**src/inc/fre_pkg.sv**
```systemverilog
// Purpose: Shared constants and carriers of the float rounding and flag unit
// Assumes: Single-precision format; status-word bits 31:24 held as 8 bits
// Notes:   Index constants address the 8-bit slice of the status word
package fre_pkg;

   // Rounding-mode encodings of the round_mode_field
   typedef enum logic [1:0] {
      FRE_RM_NEAREST = 2'h0,
      FRE_RM_PLUS    = 2'h1,
      FRE_RM_MINUS   = 2'h2,
      FRE_RM_ZERO    = 2'h3
   } fre_rm_t;

   // Positions inside processor_status_word[31:24]
   localparam int FRE_FS_IDX = 7;
   localparam int FRE_FI_IDX = 6;
   localparam int FRE_FV_IDX = 5;
   localparam int FRE_FZ_IDX = 4;
   localparam int FRE_FU_IDX = 3;
   localparam int FRE_FX_IDX = 2;
   localparam int FRE_RM_HI  = 1;
   localparam int FRE_RM_LO  = 0;
   localparam int FRE_PSW_LSB = 24;

   // Values after reset
   localparam logic [7:0]  FRE_PSW_RST  = 8'h00;
   localparam logic [31:0] FRE_RES_RST  = 32'h0000_0000;

   // Format constants
   localparam logic signed [10:0] FRE_BIAS     = 11'sh07F;
   localparam logic signed [10:0] FRE_EXP_OVF  = 11'sh0FF;
   localparam logic signed [10:0] FRE_EXP_MIN  = 11'sh001;
   localparam logic [4:0]         FRE_SH_MAX   = 5'h19;
   localparam logic [7:0]         FRE_EXP_ALL1 = 8'hFF;
   localparam logic [7:0]         FRE_EXP_MAXF = 8'hFE;
   localparam logic [22:0]        FRE_FRAC_ONE = 23'h7FFFFF;
   localparam logic [22:0]        FRE_FRAC_NIL = 23'h000000;

   // Exact result handed over by the datapath, normalised: mant[23] is 1
   typedef struct packed {
      logic               fused;
      logic               sign;
      logic signed [9:0]  exp;
      logic [23:0]        mant;
      logic               grd;
      logic               stk;
      logic               is_zero;
      logic               is_inf;
      logic               invalid;
      logic               div_zero;
      logic [31:0]        qnan;
   } fre_op_t;

   // Exception flags of one instruction
   typedef struct packed {
      logic inv;
      logic ovf;
      logic dz;
      logic unf;
      logic inx;
   } fre_flags_t;

endpackage

```
**src/fre_unit.sv**
```systemverilog
// Purpose: Rounding, zero substitution and exception flags of the FPU
// Assumes: Pipeline hands over exact, normalised results with guard/sticky
// Notes:   One instruction per cycle; result and flags land on one edge
// Function
// [RL1] Mode from status bits 25:24, four encodings
// [RL2] Nearest is default, reset selects it
// [RL3] Toward plus: nearest value not below
// [RL4] Toward minus: nearest value not above
// [RL5] Toward zero truncates magnitude
// [RL6] Flag update writes the rounding mode
// [RL7] Round first, then denormals become signed zero
// [RL8] Fused ops rounded once after add
// [RL9] Call return keeps mode; exception/monitor restore
// [RL10] Nearest ties go to even lsb
// [RL11] Ties across exponents take larger exponent
// [RL12] Tiny results round on denormal grid
// [RL13] Directed modes still flush denormals to zero
// [RL14] Detect five exceptions, set matching flags
// [RL15] Five exception flags are sticky
// [RL16] Flag update clears exception flags
// [RL17] Optional asynchronous trap event, no synchronous traps
// [RL18] Flags at bits 30..26, integer writes overwrite
// [RL19] Any-exception flag tracks each instruction
// [RL20] One major flag; overflow/underflow imply inexact
// [RL21] Flags and result take effect together
`timescale 1ns/1ps
module fre_unit (
   // Clock and reset
   input  wire logic               core_clk,
   input  wire logic               sys_rst,
   // Floating-point result to round
   input  wire logic               op_valid,
   input  wire fre_pkg::fre_op_t   op_in,
   // flag_update_instruction: masked write of status bits 31:24
   input  wire logic               upd_valid,
   input  wire logic [7:0]         upd_mask,
   input  wire logic [7:0]         upd_value,
   // Integer flag write of status bits 31:26
   input  wire logic               alu_flag_valid,
   input  wire logic [5:0]         alu_flag_value,
   // Return instructions
   input  wire logic               call_return_instruction,
   input  wire logic               exception_return_instruction,
   input  wire logic               monitor_return_instruction,
   input  wire logic [1:0]         rm_restore,
   // Write-back
   output      logic               res_valid_ff,
   output      logic [31:0]        res_data_ff,
   output      logic [7:0]         psw_bits_ff,
   output      logic               exc_event_ff
);
   import fre_pkg::*;

   logic               any_ret_restore;
   fre_rm_t            cur_mode;
   logic signed [10:0] exp_b;
   logic signed [10:0] one_minus;
   logic               tiny;
   logic [4:0]         shamt;
   logic [25:0]        shr_out;
   logic [23:0]        sig;
   logic               g_bit;
   logic               s_bit;
   logic               round_inc;
   logic [24:0]        sum;
   logic signed [10:0] exp_r;
   logic [22:0]        frac_r;
   logic               flush;
   logic [31:0]        packed_data;
   logic               pack_ovf;
   logic [31:0]        nxt_res_data;
   fre_flags_t         nxt_flags;
   logic               nxt_any;
   logic [7:0]         nxt_psw;
   fre_flags_t         res_flags_ff;

   // Shift right keeping every bit lost as sticky
   function automatic logic [25:0] shr_sticky(input logic [24:0] v,
                                              input logic        s,
                                              input logic [4:0]  n);
      logic [49:0] w;
      w = {v, 25'h0000000} >> n;
      return {w[49:25], s | (|w[24:0])};
   endfunction

   // [RL1] The mode in force is the status field of the previous edge
   assign cur_mode = fre_rm_t'(psw_bits_ff[FRE_RM_HI:FRE_RM_LO]);

   // Tiny values are shifted onto the denormal grid before rounding
   always_comb begin
      exp_b     = 11'(op_in.exp) + FRE_BIAS;
      one_minus = FRE_EXP_MIN - exp_b;
      tiny      = ~op_in.is_zero & (exp_b < FRE_EXP_MIN);     // [RL14]
      if (!tiny) begin
         shamt = 5'h00;
      end else if (one_minus > 11'(FRE_SH_MAX)) begin
         shamt = FRE_SH_MAX;
      end else begin
         shamt = one_minus[4:0];
      end
      // [RL8] Fused results arrive exact; rounding happens here only
      shr_out = shr_sticky({op_in.mant, op_in.grd}, op_in.stk, shamt);
      sig     = shr_out[25:2];
      g_bit   = shr_out[1];
      s_bit   = shr_out[0];
   end

   fre_round_inc u_round_inc (
      .sign (op_in.sign),
      .lsb  (sig[0]),
      .grd  (g_bit),
      .stk  (s_bit),
      .mode (cur_mode),
      .inc  (round_inc)
   );

   always_comb begin
      sum = {1'b0, sig} + {24'h000000, round_inc};
      if (!tiny) begin
         // [RL11] Carry out moves to the larger exponent, frac zero
         exp_r  = exp_b + {10'h000, sum[24]};
         frac_r = sum[24] ? FRE_FRAC_NIL : sum[22:0];
         flush  = 1'b0;
      end else begin
         // [RL12] Only a carry into the hidden bit reaches min normal
         exp_r  = FRE_EXP_MIN;
         frac_r = sum[22:0];
         flush  = ~sum[23];                                   // [RL13]
      end
   end

   fre_pack u_pack (
      .sign  (op_in.sign),
      .exp_b (exp_r),
      .frac  (frac_r),
      .flush (flush),
      .mode  (cur_mode),
      .data  (packed_data),
      .ovf   (pack_ovf)
   );

   // Specials first, then the rounded path
   always_comb begin
      nxt_flags = '0;
      if (op_in.invalid) begin
         nxt_res_data  = op_in.qnan;
         nxt_flags.inv = 1'b1;                                // [RL14]
      end else if (op_in.div_zero) begin
         nxt_res_data  = {op_in.sign, FRE_EXP_ALL1, FRE_FRAC_NIL};
         nxt_flags.dz  = 1'b1;                                // [RL14]
      end else if (op_in.is_inf) begin
         nxt_res_data  = {op_in.sign, FRE_EXP_ALL1, FRE_FRAC_NIL};
      end else if (op_in.is_zero) begin
         nxt_res_data  = {op_in.sign, 31'h0000_0000};
      end else begin
         nxt_res_data  = packed_data;
         nxt_flags.unf = tiny;                                // [RL14]
         nxt_flags.ovf = pack_ovf & ~tiny;                    // [RL20]
         // [RL20] Overflow and underflow always lose accuracy
         nxt_flags.inx = g_bit | s_bit | tiny | pack_ovf;
      end
      nxt_any = |nxt_flags;
   end

   assign any_ret_restore = exception_return_instruction |
                            monitor_return_instruction;

   // Next status bits: writes first, hardware sets last so they win
   always_comb begin
      nxt_psw = psw_bits_ff;
      if (upd_valid) begin
         // [RL6] [RL16] Masked write reaches mode and flags alike
         nxt_psw = (psw_bits_ff & ~upd_mask) | (upd_value & upd_mask);
      end
      if (any_ret_restore) begin
         nxt_psw[FRE_RM_HI:FRE_RM_LO] = rm_restore;           // [RL9]
      end
      if (alu_flag_valid) begin
         nxt_psw[FRE_FS_IDX:FRE_FX_IDX] = alu_flag_value;     // [RL18]
      end
      if (op_valid) begin
         // [RL15] A floating-point instruction only ever raises them, never clears them
         nxt_psw[FRE_FI_IDX] = nxt_psw[FRE_FI_IDX] | nxt_flags.inv;
         nxt_psw[FRE_FV_IDX] = nxt_psw[FRE_FV_IDX] | nxt_flags.ovf;
         nxt_psw[FRE_FZ_IDX] = nxt_psw[FRE_FZ_IDX] | nxt_flags.dz;
         nxt_psw[FRE_FU_IDX] = nxt_psw[FRE_FU_IDX] | nxt_flags.unf;
         nxt_psw[FRE_FX_IDX] = nxt_psw[FRE_FX_IDX] | nxt_flags.inx;
         nxt_psw[FRE_FS_IDX] = nxt_any;                       // [RL19]
      end
   end

   // Status bits; reset selects round to nearest
   always_ff @(posedge core_clk or posedge sys_rst) begin
      if (sys_rst) begin
         psw_bits_ff <= FRE_PSW_RST;                          // [RL2]
      end else begin
         psw_bits_ff <= nxt_psw;                              // [RL21]
      end
   end

   // Result write-back on the same edge as the flags
   always_ff @(posedge core_clk or posedge sys_rst) begin
      if (sys_rst) begin
         res_valid_ff <= 1'b0;
         res_data_ff  <= FRE_RES_RST;
         res_flags_ff <= '0;
      end else begin
         res_valid_ff <= op_valid;                            // [RL21]
         if (op_valid) begin
            res_data_ff  <= nxt_res_data;
            res_flags_ff <= nxt_flags;
         end
      end
   end

   // One-cycle event for an asynchronous trap after completion
   always_ff @(posedge core_clk or posedge sys_rst) begin
      if (sys_rst) begin
         exc_event_ff <= 1'b0;
      end else begin
         exc_event_ff <= op_valid & nxt_any;                  // [RL17]
      end
   end
endmodule // fre_unit

```
**src/fre_round_inc.sv**
```systemverilog
// Purpose: Decide whether the kept significand is incremented
// Assumes: Guard and sticky already gathered below the kept lsb
// Notes:   Pure combinational
`timescale 1ns/1ps
module fre_round_inc (
   // Operand position
   input  wire logic            sign,
   input  wire logic            lsb,
   input  wire logic            grd,
   input  wire logic            stk,
   // Mode
   input  wire fre_pkg::fre_rm_t mode,
   // Decision
   output      logic            inc
);
   import fre_pkg::*;

   always_comb begin
      case (mode)
         FRE_RM_NEAREST: inc = grd & (stk | lsb);   // [RL10] [RL11]
         FRE_RM_PLUS:    inc = ~sign & (grd | stk); // [RL3]
         FRE_RM_MINUS:   inc = sign & (grd | stk);  // [RL4]
         default:        inc = 1'b0;                // [RL5]
      endcase
   end

endmodule // fre_round_inc

```
**src/fre_pack.sv**
```systemverilog
// Purpose: Pack a rounded result, apply overflow and zero substitution
// Assumes: Exponent is biased and already includes the rounding carry
// Notes:   Pure combinational
`timescale 1ns/1ps
module fre_pack (
   // Rounded value
   input  wire logic               sign,
   input  wire logic signed [10:0] exp_b,
   input  wire logic [22:0]        frac,
   input  wire logic               flush,
   // Mode
   input  wire fre_pkg::fre_rm_t   mode,
   // Packed word
   output      logic [31:0]        data,
   output      logic               ovf
);
   import fre_pkg::*;

   logic to_inf;

   always_comb begin
      ovf = ~flush & (exp_b >= FRE_EXP_OVF);
      case (mode)
         FRE_RM_NEAREST: to_inf = 1'b1;
         FRE_RM_PLUS:    to_inf = ~sign;
         FRE_RM_MINUS:   to_inf = sign;
         default:        to_inf = 1'b0;
      endcase
      if (flush) begin
         data = {sign, 31'h0000_0000};                  // [RL7]
      end else if (ovf && to_inf) begin
         data = {sign, FRE_EXP_ALL1, FRE_FRAC_NIL};
      end else if (ovf) begin
         data = {sign, FRE_EXP_MAXF, FRE_FRAC_ONE};
      end else begin
         data = {sign, exp_b[7:0], frac};
      end
   end

endmodule // fre_pack

```
**config.mk**
```make
export PLATFORM = sky130hd
export DESIGN_NAME = fre_unit
export DESIGN_NICKNAME = d
export VERILOG_FILES = /design/src/inc/fre_pkg.sv /design/src/fre_unit.sv /design/src/fre_round_inc.sv /design/src/fre_pack.sv
export SDC_FILE = /design/constraint.sdc
export NUM_CORES = 1
export LEC_CHECK = 0
export BUFFER_PORTS_ARGS = -buffer_cell sky130_fd_sc_hd__buf_4
export CORE_ASPECT_RATIO = 2
export CORE_MARGIN = 2
export CORE_UTILIZATION = 52
export DETAILED_ROUTE_END_ITERATION = 12
export PLACE_DENSITY = 0.77
export SETUP_SLACK_MARGIN = 0.1
export SLEW_MARGIN = 20
export SYNTH_ARGS = -nofsm -noshare
export SYNTH_HDL_FRONTEND = slang
export SYNTH_HIERARCHICAL = 1
export SYNTH_SLANG_ARGS = --single-unit
```
**constraint.sdc**
```tcl
create_clock -name core_clk -period 7.6 [get_ports core_clk]
set_clock_uncertainty 0.05 [all_clocks]
set_input_delay 0 -clock core_clk [delete_from_list [all_inputs] [get_ports core_clk]]
set_output_delay 0 -clock core_clk [all_outputs]
set_load 0.005 [all_outputs]
```
=== Word level (Yosys, flattened, before mapping) ===
Index checks and enable logic that the tools add are counted.

* Word-level logic and storage cells: 77
* Output and inout port bits: 42
* Register bits: 42
* Input port bits: 106

* Magnitude comparators: 3
* Add/sub/neg operators: 4
* Shifts and indexed selects: 1
* Reduce and logical (&&, ||, !) cells: 6
* Multiplexer cells: 28
* Bitwise logic cells: 27
* Equal/unequal tests: 2

{| class="wikitable"
|+ Operator list
! kind !! count
|-
| 31-bit two-way mux || 6
|-
| 50-bit by 5-bit >> shifter with 50-bit output || 1
|-
| 23-bit two-way mux || 2
|-
| 32-bit two-way mux || 1
|-
| 24-bit by 1-bit adder with 25-bit output || 1
|-
| 25-bit OR reduction || 1
|-
| 8-bit bitwise AND || 2
|-
| 6-bit two-way mux || 2
|-
| 10-bit by 8-bit adder with 11-bit output (second input constant) || 1
|-
| 11-bit by 1-bit adder with 11-bit output || 1
|-
| 11-bit by 9-bit greater-or-equal comparator with 1-bit output (second input constant) || 1
|-
| 11-bit by 5-bit greater-than comparator with 1-bit output (second input constant) || 1
|-
| 11-bit by 2-bit less-than comparator with 1-bit output (second input constant) || 1
|-
| 11-bit two-way mux || 1
|-
| 1-bit bitwise OR || 11
|-
| 2-bit by 11-bit subtractor with 11-bit output (first input constant) || 1
|-
| 5-bit two-way mux || 2
|-
| 2-bit two-way mux || 4
|-
| 8-bit two-way mux || 1
|-
| 8-bit inverter || 1
|-
| 8-bit bitwise OR || 1
|-
| 1-bit bitwise AND || 7
|-
| 1-bit two-way mux || 6
|-
| 1-bit case mux with 3 select lines || 2
|-
| other kinds (9) || 13
|}

=== Longest topological paths before layout ===
* Word-level depth: 23
* Gate-level depth with buffers: 49
* Gate-level depth less buffers: 42

=== By module ===
Netlist, hierarchy kept.

{| class="wikitable"
|+ By module, submodules not included
! module !! area each (sq um) !! sequential area each (sq um) !! times used !! cells an instance
|-
| fre_unit || 5944.5 || 1051.0 || 1 || 862
|-
| fre_pack || 349.1 || 0.0 || 1 || 55
|-
| fre_round_inc || 91.3 || 0.0 || 1 || 10
|}

=== Worst setup path after synthesis ===
No wires, ideal clock.

* Path kind: input -> register
* Start: in op_in[62] (netlist name)
* End: reg psw_bits_ff[2]
* Arrival: 7.397 ns
* Stages on the path: 44
* Setup time: 0.066 ns
* Setup slack: 0.086 ns
* Path through: inv_1 ha_1 buf_2 xor2_1 inv_1 ha_1 buf_1 o211ai_1 o221ai_1 a21o_1 o21ai_1 buf_2 buf_2 buf_2 nor4_1 a2111oi_0 nand3_1 o21a_1 [... 8 more ...] nor2_1 nand4_2 nor2_1 ha_1 ha_1 nor2_1 a21oi_1 o21ai_0 xnor2_1 nor2_1 nand4_1 o31ai_2 nor2b_1 buf_2 buf_6 nor2b_1 a311oi_1 a221o_1

* Cells in the longest elaborated chain, start to end: 23
* Elaborated cells between the ends (all ways): 32
* Those cells by class: 4 x add/sub; 3 x order compare; 1 x shift; 10 x mux; 13 x bitwise; 1 x reduce/logical

{| class="wikitable"
|+ RTL lines
! item !! RTL line !! text
|-
| from (decl) || fre_unit.sv:33 || <nowiki>input wire fre_pkg::fre_op_t op_in,</nowiki>
|-
| 10-bit by 8-bit adder with 11-bit output (*) || fre_unit.sv:91 || <nowiki>exp_b = 11'(op_in.exp) + FRE_BIAS;</nowiki>
|-
| 2-bit by 11-bit subtractor with 11-bit output || fre_unit.sv:92 || <nowiki>one_minus = FRE_EXP_MIN - exp_b;</nowiki>
|-
| 11-bit by 5-bit greater-than comparator with 1-bit output || fre_unit.sv:96 || <nowiki>end else if (one_minus > 11'(FRE_SH_MAX)) begin</nowiki>
|-
| 5-bit two-way mux || fre_unit.sv:96 ||
|-
| 5-bit two-way mux (*) || fre_unit.sv:94 || <nowiki>if (!tiny) begin</nowiki>
|-
| 50-bit by 5-bit >> shifter with 50-bit output (*) || fre_unit.sv:82 || <nowiki>w = {v, 25'h0000000} >> n;</nowiki>
|-
| 25-bit OR reduction (*) || fre_unit.sv:83 || <nowiki>return {w[49:25], s | (|w[24:0])};</nowiki>
|-
| 1-bit bitwise OR (*) || fre_unit.sv:83 ||
|-
| via s_bit || fre_unit.sv:63 || <nowiki>logic s_bit;</nowiki>
|-
| [... 3 more ...] || n/a ||
|-
| via round_inc || fre_unit.sv:64 || <nowiki>logic round_inc;</nowiki>
|-
| [... 3 more ...] || n/a ||
|-
| via exp_r[4] || fre_unit.sv:66 || <nowiki>logic signed [10:0] exp_r;</nowiki>
|-
| [... 2 more ...] || n/a ||
|-
| via pack_ovf || fre_unit.sv:70 || <nowiki>logic pack_ovf;</nowiki>
|-
| 1-bit bitwise OR (*) || fre_unit.sv:160 || <nowiki>nxt_flags.inx = g_bit | s_bit | tiny | pack_ovf;</nowiki>
|-
| 2-bit two-way mux (*) || fre_unit.sv:153 || <nowiki>end else if (op_in.is_zero) begin</nowiki>
|-
| 2-bit two-way mux (*) || fre_unit.sv:151 || <nowiki>end else if (op_in.is_inf) begin</nowiki>
|-
| 2-bit two-way mux (*) || fre_unit.sv:148 || <nowiki>end else if (op_in.div_zero) begin</nowiki>
|-
| 4-bit two-way mux (*) || fre_unit.sv:145 || <nowiki>if (op_in.invalid) begin</nowiki>
|-
| 1-bit bitwise OR (*) || fre_unit.sv:187 || <nowiki>nxt_psw[FRE_FX_IDX] = nxt_psw[FRE_FX_IDX] | nxt_flags.inx;</nowiki>
|-
| 6-bit two-way mux (*) || fre_unit.sv:181 || <nowiki>if (op_valid) begin</nowiki>
|-
| via nxt_psw[2] || fre_unit.sv:74 || <nowiki>logic [7:0] nxt_psw;</nowiki>
|-
| to (signal assigned) || fre_unit.sv:197 || <nowiki>psw_bits_ff <= nxt_psw;</nowiki>
|-
| to (decl) || fre_unit.sv:49 || <nowiki>output logic [7:0] psw_bits_ff,</nowiki>
|}

Mark *: on every way through the listed nets, which the timed path passes. The rest lies on a longest branch.
A chain may end at the register's enable or synchronous reset.

=== Worst setup path in the final report ===
* Start: in op_in[62] (netlist name)
* End: reg res_data_ff[1]

* Cells in the longest elaborated chain, start to end: 23
* Elaborated cells between the ends (all ways): 34
* Those cells by class: 4 x add/sub; 3 x order compare; 1 x shift; 14 x mux; 10 x bitwise; 2 x reduce/logical

{| class="wikitable"
|+ RTL lines
! item !! RTL line !! text
|-
| 10-bit by 8-bit adder with 11-bit output (*) || fre_unit.sv:91 ||
|-
| 2-bit by 11-bit subtractor with 11-bit output || fre_unit.sv:92 ||
|-
| 11-bit by 5-bit greater-than comparator with 1-bit output || fre_unit.sv:96 ||
|-
| 5-bit two-way mux || fre_unit.sv:96 ||
|-
| 5-bit two-way mux (*) || fre_unit.sv:94 ||
|-
| 50-bit by 5-bit >> shifter with 50-bit output (*) || fre_unit.sv:82 ||
|-
| 25-bit OR reduction (*) || fre_unit.sv:83 ||
|-
| 1-bit bitwise OR (*) || fre_unit.sv:83 ||
|-
| via s_bit || fre_unit.sv:63 ||
|-
| [... 3 more ...] || n/a ||
|-
| via round_inc || fre_unit.sv:64 ||
|-
| [... 3 more ...] || n/a ||
|-
| via exp_r[4] || fre_unit.sv:66 ||
|-
| [... 2 more ...] || n/a ||
|-
| 31-bit two-way mux / 1-bit logical AND (equally long branches) || fre_pack.sv:33, fre_pack.sv:31 ||
|-
| 31-bit two-way mux (*) || fre_pack.sv:31 || <nowiki>end else if (ovf && to_inf) begin</nowiki>
|-
| 31-bit two-way mux (*) || fre_pack.sv:29 || <nowiki>if (flush) begin</nowiki>
|-
| via packed_data[1] || fre_unit.sv:69 || <nowiki>logic [31:0] packed_data;</nowiki>
|-
| 31-bit two-way mux (*) || fre_unit.sv:153 ||
|-
| 31-bit two-way mux (*) || fre_unit.sv:151 ||
|-
| 31-bit two-way mux (*) || fre_unit.sv:148 ||
|-
| 32-bit two-way mux (*) || fre_unit.sv:145 ||
|-
| to (signal assigned) || fre_unit.sv:210 || <nowiki>res_data_ff <= nxt_res_data;</nowiki>
|-
| to (decl) || fre_unit.sv:48 || <nowiki>output logic [31:0] res_data_ff,</nowiki>
|}

Marked as above.

==> impl_results.md <==
- Count of final setup violators: 0
- Final core utilization: 85.18%
- Layout cells sized above 1: 39.52%
- Crit share post-route: 98.74%
- Dominant cell type by area after synthesis: dfrtp_1
- First-pass GRT wire length: 46330 um
- Most used DFF post-synth: dfrtp_1
- CTS tree: done
- Kind of critical path: in -> reg
- Pwr dens: 120.2 mW/mm^2
- DIE WIDTH: 82.36 um
- CTS Buf Count: 5
- Cells after synthesis: 927
- Max IR drop VDD: 0.1628 mV
- Initial core utilization: 52.97%
- Ports: 148
- Core ar.: 0.01205 mm^2
- Dpl cells: 1338
- DRT Pass-1 Iters: 7
- Grt ovf: 0
- Fin cells: 1407
- Fin Setup TNS: 0 ns
- RD Place Congestion: 1.085
- Hold Path Class: in -> reg
- Core Rows: 57
- Fraction of registers with async set/reset: 100.0%
- Vias in the first global route: 9138
- Crit. End Element: flip-flop
- LEAKAGE: 0.004466 uW
- CTS HTree Levels: 2
- CTS root buf: clkbuf_16
- Post-Synthesis Cell Area: 0.006385 mm^2
- DR vias/cell: 6.703
- Clock sink count: 42
- Reg clk slew, reported paths: 0.07 ns
- Antenna cells: 0
- Post-synth EDFFs: 0
- Worst Path Arrival: 7.60 ns
- Status: finished, final reports clean
- Synthesis Warnings: 6
- Clock Latency Late Sink: 0.29 ns
- Hold Violations, Final: 0
- Initial antenna violation count: 0
- Per-cell routed wire length: 22.52 um
- Max Fanout on Critical Path: 9
- Critical Path Start Type: primary input
- Post-layout nets: 1377
- Area grow syn2layout: 60.79%
- MaxCap Viol Count: 0
- Max Freq: 133.3 MHz
- Largest net degree at the start of global routing: 70
- Number of routed nets with antenna violations: 0
- Synthesized net count: 1045
- Crit path required time: 7.69 ns
- GRT Total Usage: 45.15%
- Slew headroom: 40.55%
- Hold_ws: 0.003123 ns
- Most frequent cell after synthesis: nor2_1
- Synthesized area per cell: 6.888 um^2
- Total number of vias: 9431
- HPWL reported at the end of detailed placement: 20530 um
- Crit-path slowest cell: nor2_1
- Area contributors post-synth: dfrtp_1 16%, nor2_1 7.9%, nand2_1 6.1%, a21oi_1 5.6%, mux2i_1 3.6%
- Residual DRC count: 0
- Crit-path most repeated cell: buf_4
- Slew @ Worst Pin: 0.8918 ns
- CP max stage delay: 0.58 ns
- Synth top area share: 16.46%
- #FFs+latches synth: 42
- Unique masters post-synth: 91
- Number of port buffers: 145
- Synth top cells by count: 134 x nor2_1, 104 x nand2_1, 71 x a21oi_1, 42 x dfrtp_1, 40 x clkbuf_1
- Die area: 0.01323 mm^2
- Crit path time final: 7.504 ns
- Final wirelength: 31690 um
- Fin. max-slew vios: 0
- Seq/Total Area, Yosys: 16.46%
- Clock Path Buffers: 2
- 1st-iter DRT viols: 1101
- Die Y-Extent: 160.7 um
[critical path, delay by kind of cell]
family / cells / cell delay [ns]
compound gates: 14 / 2.19
buf+inv: 11 / 1.59
simple gates: 16 / 2.66
fa+ha+maj: 5 / 1.01
xor+xnor: 1 / 0.13
[report_power, final]
part           leakage [uW]  switching [uW]  internal, uW
clock             0.0000971            97.3           198
sequential         0.000494            18.5           246
combinational       0.00388             356           318
[worst paths after layout]
kind / start / end / slack, ns / cells after the start
max: op_in[62] / res_data_ff[1] / 0.1 / 47
min: op_in[12] / res_data_ff[12] / 0.003 / 3
max reg2reg: psw_bits_ff[0] / res_data_ff[1] / 2.58 / 29
min reg2reg: res_data_ff[11] / res_data_ff[11] / 0.49 / 2
max in group asynchronous: sys_rst / res_data_ff[28] / 6.70 / 4
min in group asynchronous: sys_rst / res_data_ff[22] / 0.41 / 4
[stage by stage]
| step | area, um^2 | total power, uW | worst slack [ns] |
|---|---|---|---|
| after detailed placement | 8815 | 803.6 | -0.2864 |
| after global placement | 8815 | 797.5 | -0.1510 |
| after global routing | 10270 | 1280 | -0.2409 |
| after floorplan | 6386 | 546.2 | 0.1131 |
| after CTS | 9437 | 1114 | 0.1022 |
| final | 10270 | 1234 | 0.09609 |
[area by class of cell]
cell class / count / area (um^2)
Timing Repair Buffer: 398 / 3234
Tap cell: 147 / 183.9
Sequential cell: 42 / 1051
Multi-Input combinational cell: 776 / 5463
Fill cell: 731 / 1787
Inverter: 36 / 135.1
Clock buffer: 6 / 138.9
Clock inverter: 2 / 60.06
[sequential cells by signal, summed over array words and instances (netlist names)]
name          cells
exc_event_ff      1
psw_bits_ff       8
res_data_ff      32
res_valid_ff      1
[cells in the final DEF, fill, tap and decap left out, drive strengths merged, types with 9 or more instances in the layout]
cell and instances:
nor4 24, nor3 33, a21oi 71, a22oi 9
o21ai 44, o221ai 9, buf 358, o22ai 11
mux2i 23, dlygate4sd3 38, a31oi 13, nand2 106
o211ai 13, ha 12, nor2 135, o21a 29
nand2b 17, xnor2 16, nand4 15, nand3 32
dfrtp 42, xor2 13, a211o 10, or3 9
inv 34
[per-layer routing]
metal / global-route usage (%) / vias to the layer above / share of wire [%]
met3: 10.34 / 236 / 8.0
met2: 74.12 / 688 / 50
met4: 36.14 / 0 / 9.4
met5: 0 / - / 0
li1: - / 4096 / -
met1: 47.16 / 4411 / 33
[cell families (layout without fill, tap and decap cells)]
logic type / count (synthesis) / count (layout) / share of synthesized area (%)
buf+inv: 109 / 442 / 7.408
mux: 28 / 28 / 4.487
fa+ha+maj: 12 / 12 / 2.351
xor+xnor: 29 / 29 / 4.096
simple gates: 421 / 421 / 32.65
flops: 42 / 42 / 16.46
compound gates: 286 / 286 / 32.55
[repair_timing]
item,CTS,global route
cloned,0,3
hold buffers,38,0
resized for setup,8,125
buffers inserted,0,20
pin swaps,0,43
endpoints found under the hold margin,71,0
setup endpoints to repair,27,35
No activity file was read; power rests on OpenSTA's default activity.
